## src/core/bgdc_pkg.sv

```systemverilog
package bgdc_pkg;
    // register byte offsets of the controller's own register file
    localparam logic [7:0] BGDC_CTRL_OFS   = 8'h00; // control word
    localparam logic [7:0] BGDC_DUTY_OFS   = 8'h04; // target high count
    localparam logic [7:0] BGDC_PERIOD_OFS = 8'h08; // period in cycles
    localparam logic [7:0] BGDC_STATUS_OFS = 8'h0C; // state readback
    // control field positions
    localparam int BGDC_CTRL_RUN   = 0; // request switching
    localparam int BGDC_CTRL_SKIP  = 1; // skip mode select value
    localparam int BGDC_CTRL_TRI   = 2; // park pwm at tri-state when idle
    localparam int BGDC_CTRL_READY = 3; // device supply released
    // reset values
    localparam logic [31:0] BGDC_CTRL_RST   = 32'h0000_0000;
    localparam logic [15:0] BGDC_DUTY_RST   = 16'h0000;
    localparam logic [15:0] BGDC_PERIOD_RST = 16'h0064;
    // timing: soft-start step interval and disable lead time
    localparam int BGDC_CLK_MHZ      = 100;
    localparam int BGDC_SS_STEP_NS   = 1000;
    localparam int BGDC_SS_STEP_CYC  = (BGDC_SS_STEP_NS * BGDC_CLK_MHZ)
                                       / 1000;
    localparam int BGDC_DIS_LEAD_NS  = 100;
    localparam int BGDC_DIS_LEAD_CYC = (BGDC_DIS_LEAD_NS * BGDC_CLK_MHZ
                                        + 999) / 1000;
    // bus responses
    localparam logic [1:0] BGDC_RESP_OKAY   = 2'h0;
    localparam logic [1:0] BGDC_RESP_SLVERR = 2'h2;
    // sequencer states
    typedef enum logic [1:0] {
        BGDC_IDLE  = 2'b00,
        BGDC_RAMP  = 2'b01,
        BGDC_RUN   = 2'b10,
        BGDC_STOP  = 2'b11
    } bgdc_state_t;
endpackage : bgdc_pkg

```

## src/core/bgdc_host.sv

```systemverilog
// Contract
// - no switching before lockout release
// - start with soft-start duty ramp
// - drop enable before stopping pwm
// - controller watches current, protects load
//
// The AXI4-Lite slave port and the register offsets were left to the implementer.
`timescale 1ns/1ps
module bgdc_host
    import bgdc_pkg::*;
#(
    parameter int PW = 16 // pwm counter width
) (
    // clock and reset
    input  wire logic        SYS_CLK,
    input  wire logic        RST_N,
    // axi4-lite write address, data and response
    input  wire logic [7:0]  S_AWADDR,
    input  wire logic        S_AWVALID,
    output logic             S_AWREADY,
    input  wire logic [31:0] S_WDATA,
    input  wire logic [3:0]  S_WSTRB,
    input  wire logic        S_WVALID,
    output logic             S_WREADY,
    output logic [1:0]       S_BRESP,
    output logic             S_BVALID,
    input  wire logic        S_BREADY,
    // axi4-lite read
    input  wire logic [7:0]  S_ARADDR,
    input  wire logic        S_ARVALID,
    output logic             S_ARREADY,
    output logic [31:0]      S_RDATA,
    output logic [1:0]       S_RRESP,
    output logic             S_RVALID,
    input  wire logic        S_RREADY,
    // device pins: pwm is three-level, oe low drives
    output logic             PWM_OUT,
    output logic             PWM_OE_N,
    output logic             DRIVE_ENABLE_INPUT,
    output logic             SKIP_MODE_SELECT,
    // load protection
    input  wire logic        OVER_CURRENT
);
    logic [31:0]       ctrl_q;       // control word
    logic [PW-1:0]     duty_q;       // target high count
    logic [PW-1:0]     period_q;     // period length
    logic [PW-1:0]     cur_duty_q;   // ramped duty
    logic [PW-1:0]     cnt_q;        // period counter
    logic [15:0]       ss_q;         // soft-start step divider
    logic [7:0]        lead_q;       // disable lead counter
    logic              fault_q;      // sticky over-current
    bgdc_state_t       state_q;      // sequencer state
    logic              aw_q, w_q;    // captured write halves
    logic [7:0]        awaddr_q;
    logic [31:0]       wdata_q;
    logic [3:0]        wstrb_q;
    logic              ss_tick;      // soft-start step enable
    logic              run_req;      // software wants switching

    assign run_req = ctrl_q[BGDC_CTRL_RUN] & ctrl_q[BGDC_CTRL_READY]
                     & ~fault_q;
    assign ss_tick = (ss_q == 16'(BGDC_SS_STEP_CYC - 1));

    // write channel capture, either order
    always_ff @(posedge SYS_CLK) begin
        if (!RST_N) begin
            aw_q      <= 1'b0;
            w_q       <= 1'b0;
            awaddr_q  <= 8'h00;
            wdata_q   <= 32'h0000_0000;
            wstrb_q   <= 4'h0;
            S_AWREADY <= 1'b0;
            S_WREADY  <= 1'b0;
            S_BVALID  <= 1'b0;
            S_BRESP   <= BGDC_RESP_OKAY;
        end else begin
            S_AWREADY <= ~aw_q & ~S_AWREADY & ~S_BVALID & S_AWVALID;
            S_WREADY  <= ~w_q & ~S_WREADY & ~S_BVALID & S_WVALID;
            if (S_AWVALID && S_AWREADY) begin
                aw_q     <= 1'b1;
                awaddr_q <= S_AWADDR;
            end
            if (S_WVALID && S_WREADY) begin
                w_q     <= 1'b1;
                wdata_q <= S_WDATA;
                wstrb_q <= S_WSTRB;
            end
            // both halves held: answer once
            if (aw_q && w_q && !S_BVALID) begin
                S_BVALID <= 1'b1;
                S_BRESP  <= (awaddr_q == BGDC_STATUS_OFS ||
                             awaddr_q > BGDC_STATUS_OFS)
                            ? BGDC_RESP_SLVERR : BGDC_RESP_OKAY;
            end else if (S_BVALID && S_BREADY) begin
                S_BVALID <= 1'b0;
                aw_q     <= 1'b0;
                w_q      <= 1'b0;
            end
        end
    end

    // register writes, commit with the response
    always_ff @(posedge SYS_CLK) begin
        if (!RST_N) begin
            ctrl_q   <= BGDC_CTRL_RST;
            duty_q   <= PW'(BGDC_DUTY_RST);
            period_q <= PW'(BGDC_PERIOD_RST);
        end else if (aw_q && w_q && !S_BVALID && wstrb_q[0]) begin
            case (awaddr_q)
                BGDC_CTRL_OFS:   ctrl_q   <= wdata_q;
                BGDC_DUTY_OFS:   duty_q   <= wdata_q[PW-1:0];
                BGDC_PERIOD_OFS: period_q <= wdata_q[PW-1:0];
                default: ;
            endcase
        end
    end

    // read channel, one cycle to answer
    always_ff @(posedge SYS_CLK) begin
        if (!RST_N) begin
            S_ARREADY <= 1'b0;
            S_RVALID  <= 1'b0;
            S_RDATA   <= 32'h0000_0000;
            S_RRESP   <= BGDC_RESP_OKAY;
        end else begin
            S_ARREADY <= ~S_ARREADY & ~S_RVALID & S_ARVALID;
            if (S_ARVALID && S_ARREADY) begin
                S_RVALID <= 1'b1;
                S_RRESP  <= BGDC_RESP_OKAY;
                case (S_ARADDR)
                    BGDC_CTRL_OFS:   S_RDATA <= ctrl_q;
                    BGDC_DUTY_OFS:   S_RDATA <= 32'(duty_q);
                    BGDC_PERIOD_OFS: S_RDATA <= 32'(period_q);
                    BGDC_STATUS_OFS: S_RDATA <= {13'h0000, fault_q,
                                                 state_q, cur_duty_q};
                    default: begin
                        S_RDATA <= 32'h0000_0000;
                        S_RRESP <= BGDC_RESP_SLVERR;
                    end
                endcase
            end else if (S_RVALID && S_RREADY) begin
                S_RVALID <= 1'b0;
            end
        end
    end

    // over-current latch; cleared only by dropping run
    always_ff @(posedge SYS_CLK) begin
        if (!RST_N) begin
            fault_q <= 1'b0;
        end else if (OVER_CURRENT) begin
            fault_q <= 1'b1; // set wins over clear
        end else if (!ctrl_q[BGDC_CTRL_RUN]) begin
            fault_q <= 1'b0;
        end
    end

    // soft-start step divider
    always_ff @(posedge SYS_CLK) begin
        if (!RST_N || ss_tick) begin
            ss_q <= 16'h0000;
        end else begin
            ss_q <= ss_q + 16'h0001;
        end
    end

    // sequencer: ramp up, run, disable first then stop
    always_ff @(posedge SYS_CLK) begin
        if (!RST_N) begin
            state_q    <= BGDC_IDLE;
            cur_duty_q <= '0;
            lead_q     <= 8'h00;
        end else begin
            case (state_q)
                BGDC_IDLE: begin
                    cur_duty_q <= '0;
                    // only after supply release
                    if (run_req) begin
                        state_q <= BGDC_RAMP;
                    end
                end
                BGDC_RAMP: begin
                    if (!run_req) begin
                        state_q <= BGDC_STOP;
                        lead_q  <= 8'(BGDC_DIS_LEAD_CYC);
                    end else if (cur_duty_q >= duty_q) begin
                        state_q <= BGDC_RUN;
                    end else if (ss_tick) begin
                        cur_duty_q <= cur_duty_q + PW'(1);
                    end
                end
                BGDC_RUN: begin
                    if (!run_req) begin
                        state_q <= BGDC_STOP;
                        lead_q  <= 8'(BGDC_DIS_LEAD_CYC);
                    end else begin
                        // new targets ramp again only upward
                        if (duty_q > cur_duty_q) begin
                            state_q <= BGDC_RAMP;
                        end else begin
                            cur_duty_q <= duty_q;
                        end
                    end
                end
                BGDC_STOP: begin
                    // enable already low; pwm stays alive meanwhile
                    if (lead_q == 8'h00) begin
                        state_q <= BGDC_IDLE;
                    end else begin
                        lead_q <= lead_q - 8'h01;
                    end
                end
                default: state_q <= BGDC_IDLE;
            endcase
        end
    end

    // period counter
    always_ff @(posedge SYS_CLK) begin
        if (!RST_N || state_q == BGDC_IDLE || cnt_q >= period_q - PW'(1)) begin
            cnt_q <= '0;
        end else begin
            cnt_q <= cnt_q + PW'(1);
        end
    end

    // device pins, all registered
    always_ff @(posedge SYS_CLK) begin
        if (!RST_N) begin
            PWM_OUT            <= 1'b0;
            PWM_OE_N           <= 1'b0;
            DRIVE_ENABLE_INPUT <= 1'b0;
            SKIP_MODE_SELECT   <= 1'b0;
        end else begin
            SKIP_MODE_SELECT <= ctrl_q[BGDC_CTRL_SKIP];
            // enable falls first when stopping
            DRIVE_ENABLE_INPUT <= (state_q == BGDC_RAMP ||
                                   state_q == BGDC_RUN) && run_req;
            if (state_q == BGDC_IDLE) begin
                PWM_OUT  <= 1'b0;
                PWM_OE_N <= ctrl_q[BGDC_CTRL_TRI];
            end else begin
                PWM_OUT  <= (cnt_q < cur_duty_q);
                PWM_OE_N <= 1'b0;
            end
        end
    end
endmodule : bgdc_host

```

## config.mk

```make
export PLATFORM = sky130hd
export DESIGN_NAME = bgdc_host
export DESIGN_NICKNAME = d
export VERILOG_FILES = /design/src/core/bgdc_pkg.sv /design/src/core/bgdc_host.sv
export SDC_FILE = /design/constraint.sdc
export NUM_CORES = 1
export LEC_CHECK = 0
export ABC_AREA = 0
export BUFFER_PORTS_ARGS = -buffer_cell sky130_fd_sc_hd__buf_2
export CAP_MARGIN = 15
export CORE_ASPECT_RATIO = 1.2
export CORE_UTILIZATION = 59
export CTS_CLUSTER_SIZE = 16
export DETAILED_ROUTE_END_ITERATION = 8
export PLACE_DENSITY = 0.8
export REMOVE_ABC_BUFFERS = 1
export SLEW_MARGIN = 20
export SYNTH_ARGS = -nofsm -noshare
export SYNTH_HDL_FRONTEND = slang
export SYNTH_SLANG_ARGS = --single-unit
```

## constraint.sdc

```tcl
create_clock -name SYS_CLK -period 3.8 [get_ports SYS_CLK]
set_input_delay 0 -clock SYS_CLK [delete_from_list [all_inputs] [get_ports SYS_CLK]]
set_output_delay 0 -clock SYS_CLK [all_outputs]
set_load 0.03 [all_outputs]
```

# == Word-level counts from Yosys, hierarchy flattened ==
# Index checks and enable logic that the tools add are counted.
# totals
out_inout_bits,45
word_cells,142
regBits,211
input_bits,60
# op_classes
n_lt_le_gt_ge,5
mux,31
addsub,5
reduce_logical,34
bitwise_logic,19
eq_ne,22
# op_table
operator,count
32-bit one-hot mux with 4 select lines,1
16-bit 2-to-1 mux,5
"16-bit by 1-bit adder with 16-bit output, second input constant",3
16-bit one-hot mux with 3 select lines,1
"8-bit by 4-bit == test with 1-bit output, second input constant",4
16-bit >= comparator,2
8-bit logical NOT,3
"2-bit != test, second input constant",10
"16-bit by 7-bit == test with 1-bit output, second input constant",1
"8-bit by 3-bit == test with 1-bit output, second input constant",2
16-bit greater-than comparator,1
16-bit < comparator,1
2-bit 2-to-1 mux,8
8-bit 2-to-1 mux,2
8-bit one-hot mux with 2 select lines,1
"16-bit by 1-bit subtractor with 16-bit output, second input constant",1
1-bit 2-to-1 mux,12
1-bit bitwise AND,10
1-bit logical AND,9
1-bit inverter,9
"8-bit by 4-bit greater-than comparator with 1-bit output, second input constant",1
2-bit one-hot mux with 4 select lines,1
2-bit AND reduction,4
"8-bit by 1-bit subtractor with 8-bit output, second input constant",1
13 further kinds,23

# == Longest topological paths before layout ==
# logic_depth
depth_word,5
ltp_mapped,14
depth_no_buf,13

# == Worst setup path before layout ==
# OpenSTA, ideal clock, no wires.
# synth_path
path_kind,reg2reg
from,register period_q[6]
to,register cnt_q[10]
arrival_time_ns,2.949
path_buffers,1
period_less_slack_ns,3.077
t_required_ns,3.672
setup_time_ns,0.128
stages_incl_launch_ff,11
setup_slack_ns,0.723
cell_sequence,dfxtp_1 -> or4_1 -> or3_1 -> nor3_1 -> xnor2_1 -> ha_1 -> nand4_1 -> a21o_1 -> o31ai_1 -> clkbuf_1 -> nor2_1
# synth_between
elab_chain_cells,3
# synth_lines
element,line_no,text
start: declaration,bgdc_host.sv:46,logic [PW-1:0] period_q;
start signal: assignment,bgdc_host.sv:107,period_q <= PW'(BGDC_PERIOD_RST);
start signal: assignment,bgdc_host.sv:112,BGDC_PERIOD_OFS: period_q <= wdata_q[PW-1:0];
16-bit by 1-bit subtractor with 16-bit output,bgdc_host.sv:220,if (!RST_N || state_q == BGDC_IDLE || cnt_q >= period_q - PW'(1)) begin
16-bit >= comparator,bgdc_host.sv:220,
1-bit logical OR,bgdc_host.sv:220,
end signal: assignment,bgdc_host.sv:223,cnt_q <= cnt_q + PW'(1);
end: declaration,bgdc_host.sv:48,logic [PW-1:0] cnt_q;
# No other way between the ends.
# A chain may end at the register's enable or synchronous reset.

# == Worst setup path after layout ==
# layout_path
from,register period_q[6]
to,register cnt_q[15]
# Same word-level chain as after synthesis.

==> results.py <==
metrics = {
    "clock_tree": {
        "cts_buffers": 22,
        "root_buffer": "clkbuf_16",
        "clockBufferDepth": 3,
        "cts_num_sinks": 209,
        "clk_latency_ns": 0.51,
        "cts_hold_buffers": 56,
        "clk_pin_slew_worst_paths_ns": 0.06,
        "htreeDepth": 1,
        "cts_resized": 0,
        "cts_setup_buffers": 0,
        "cts_tree": "done",
    },
    "drt": {
        "wl_um": 25800,
        "num_vias": 8868,
        "drt_pass1_iterations": 5,
        "ant_nets": 0,
        "remaining_drc_errors": 0,
        "drt_iter0_markers": 463,
        "viasPerCell": 5.652,
        "wl_per_cell_um": 16.44,
    },
    "synth": {
        "synth_top_area_frac": 0.4041,
        "synth-xor-area-share": 0.05244,
        "ys_types": 63,
        "synth_mux_area_frac": 0.03613,
        "synth_seq_cells": 209,
        "yosys.area_share.simple": 0.2251,
        "synth.area.top_cells": "dfxtp_1 40%, nand2_1 11%, ha_1 6.9%",
        "synth.most_common_cell": "nand2_1",
        "synth_adder_area_share": 0.06887,
        "ys_seq_area_frac": 0.4041,
        "yosysTopAreaCell": "dfxtp_1",
        "syn-cell-area_mm2": 0.01035,
        "ys_async_sr_fraction": 0,
        "syn_area_per_cell_um2": 8.509,
        "synth_top_flop_cell": "dfxtp_1",
        "synth_compound_area_frac": 0.1692,
        "synth_top_family_by_area": "simple AND/OR/NAND/NOR gates",
        "synth_edf_count": 0,
        "ys_top_cells_by_count": "305 x nand2_1, 209 x dfxtp_1, 86 x a21boi_0",
        "yosysWarnings": 0,
        "postSynthCellCount": 1217,
    },
    "place": {
        "portBuffers": 99,
        "dpl_cell_area_mm2": 0.01088,
        "hpwl_um": 16690,
        "gp_congestion": 0.9260,
    },
    "timing": {
        "slew-limit-headroom": 0.3457,
        "finalCritPeriodShare": 0.8219,
        "rsz0062_at_grt": "false",
        "finalSetupTns_ns": 0,
        "setup_violations": 0,
        "clock.fmax_ghz": 0.3202,
        "hold_slack_ns": 0.2431,
        "slew_violations": 0,
        "skew_ns": 0.01014,
        "layout_min_cycle_time_ns": 3.123,
        "worst_slew_pin_slew_ns": 0.9791,
        "hold_viol_final": 0,
    },
    "layout": {
        "final_cell_area_mm2": 0.01218,
        "areaGrowthSynthToFinish_pct": 17.59,
        "drive_gt1_frac": 0.1279,
        "finalNetCount": 1454,
        "diodes": 0,
        "fin_util": 0.7143,
    },
    "critical_path": {
        "reg2regPathDepth": 12,
        "critPathMaxStageDelay_ns": 0.57,
        "arrival_ns": 3.56,
        "r2r_start": "period_q[6]$_SDFFE_PN1P_",
        "critPathSlowestCell": "or4_1",
        "r2r-end": "cnt_q[15]$_SDFF_PP0_",
        "crit_path_start_kind": "flop",
        "setup.worst_path.end": "cnt_q[15]$_SDFF_PP0_",
        "reg2reg_slack_ns": 0.68,
        "cp-startpoint": "period_q[6]$_SDFFE_PN1P_",
        "end_kind": "flop",
        "cp.required_ns": 4.23,
        "critPathBufInv": 1,
        "crit_path_cell_trace": "or4_1 -> or3_1 -> nor3_1 -> xnor2_1 -> ha_1 -> a21oi_1 -> nor2b_1 -> o21ai_0 -> nor4bb_1 -> o31ai_1 -> buf_4 -> a21oi_1",
        "cp.depth": 12,
        "critical_path.most_common_cell": "a21oi_1",
        "critical_path_class": "flop to flop",
        "cp_max_fo": 16,
        "crit_family": "simple AND/OR/NAND/NOR gates",
    },
    "grt": {
        "first_global_vias": 8711,
        "track_usage": 0.2893,
        "grt_max_degree": 86,
        "grt.overflow.total": 0,
        "antenna_found_initial": 0,
        "grt_first_pass_wirelength_um": 42130,
    },
    "run": {
        "drv_cap": 0,
    },
    "power": {
        "total_power_uw": 5011,
        "cellLeakagePower_uw": 0.004775,
        "power_density_mw_per_mm2": 411.5,
        "irDropWorstVdd_v": 0.0003184,
    },
    "floorplanning": {
        "core_mm2": 0.01705,
        "dieArea_mm2": 0.01809,
        "start_util": 0.6075,
        "io_pins": 105,
        "die-height_um": 147.1,
        "die_x_um": 122.9,
        "row_count": 52,
    },
    "hold_path": {
        "hold_class": "input pin to flop",
    },
    "status": {
        "status": "complete, no violations",
    },
}
## flip-flops by register name (all words and copies together), names as in the netlist, 2 cells and up
signal	count
S_RDATA	32
awaddr_q	8
cnt_q	16
ctrl_q	32
cur_duty_q	16
duty_q	16
lead_q	8
period_q	16
ss_q	16
state_q	2
wdata_q	32
## layout make-up
class                   count  area, um^2
fillers                  1359        4870
flip-flops and latches    209        4184
well taps                 216       270.3
inverters                  28       105.1
clock inverters             8       90.09
clock buffers              32       649.4
repair buffers            165        1146
multi-input cells         911        5732
## cell families (layout without fill, tap and decap cells)
kind of cell             count (synthesis)  count (layout)
AO/OA/AOI/OAI                          240             240
XOR/XNOR                                62              62
adder cells (fa/ha/maj)                 57              57
buffers and inverters                   98             233
flip-flops                             209             209
multiplexers                            31              31
other                                    1               2
AND/OR/NAND/NOR                        519             519
## power by group
| part | internal, uW | switching (uW) |
|---|---|---|
| Sequential | 2250 | 50.5 |
| Clock | 1320 | 869 |
| Combinational | 237 | 289 |
## cell usage in the layout, fill, tap and decap left out, types with 3 or more instances in the layout
cell	synthesis	routed
a21oi_1	25	25
clkbuf_16	0	23
mux2i_1	16	16
a21o_1	6	6
xor2_1	26	26
and3_1	7	7
nor2_1	65	65
mux4_2	4	4
mux2_2	11	11
o21a_1	4	4
clkbuf_8	0	4
nand4_1	15	15
buf_4	5	10
clkinv_2	0	6
nor2b_1	15	15
ha_1	57	57
clkbuf_1	45	5
nor4_1	7	7
o21ai_0	23	23
nor4b_1	3	3
a21boi_0	86	86
inv_1	28	28
or4_1	5	5
a22o_1	4	4
nand2b_1	4	4
nand3_1	45	45
nor3_1	15	14
dfxtp_1	209	209
and2_1	8	8
o211a_1	15	15
a21boi_1	33	33
o211ai_1	13	13
buf_2	11	98
and4_1	5	5
nand2_1	305	305
a22oi_1	19	19
dlygate4sd3_1	0	56
xnor2_1	36	36
or3_1	4	4
## layer usage
layer | vias to the layer above | GRT usage | routed length (um)
met5 | - | 0 | 0
met4 | 0 | 0.1037 | 695
met3 | 48 | 0.05551 | 1433
met2 | 227 | 0.5059 | 12820
met1 | 4195 | 0.3475 | 10840
li1 | 4398 | - | -
## how the worst min path moves through the flow
stage / cells past startpoint / endpoint / from / slack (ns)
2_1_floorplan: 1 / period_q[2]$_SDFFE_PN1P_ / RST_N / 0.07
3_3_place_gp: 3 / S_ARREADY$_SDFF_PN0_ / S_ARVALID / 0.24
3_5_place_dp: 3 / fault_q$_SDFFE_PN0P_ / OVER_CURRENT / 0.25
4_1_cts: 4 / S_RDATA[3]$_SDFFE_PN0P_ / S_ARADDR[3] / 0.23
5_1_grt: 4 / S_RDATA[0]$_SDFFE_PN0P_ / S_ARADDR[3] / 0.24
6_report: 4 / S_RDATA[0]$_SDFFE_PN0P_ / S_ARADDR[3] / 0.24
## per-stage QoR
stage,cells,setup WS [ns]
final,1569,0.6767
after global routing,1569,0.3994
after CTS,1569,0.6741
after detailed placement,1473,0.6863
after global placement,1473,0.7546
after floorplan,1148,0.5108
## worst reg2reg max path: stages, from the launching register on
cell and delay [ns]:
dfxtp_1 0.36, or4_1 0.57, or3_1 0.42, nor3_1 0.20, xnor2_1 0.15, ha_1 0.26, a21oi_1 0.15, nor2b_1 0.05
o21ai_0 0.13, nor4bb_1 0.31, o31ai_1 0.12, buf_4 0.20, a21oi_1 0.12
No activity file was read; power rests on OpenSTA's default activity.
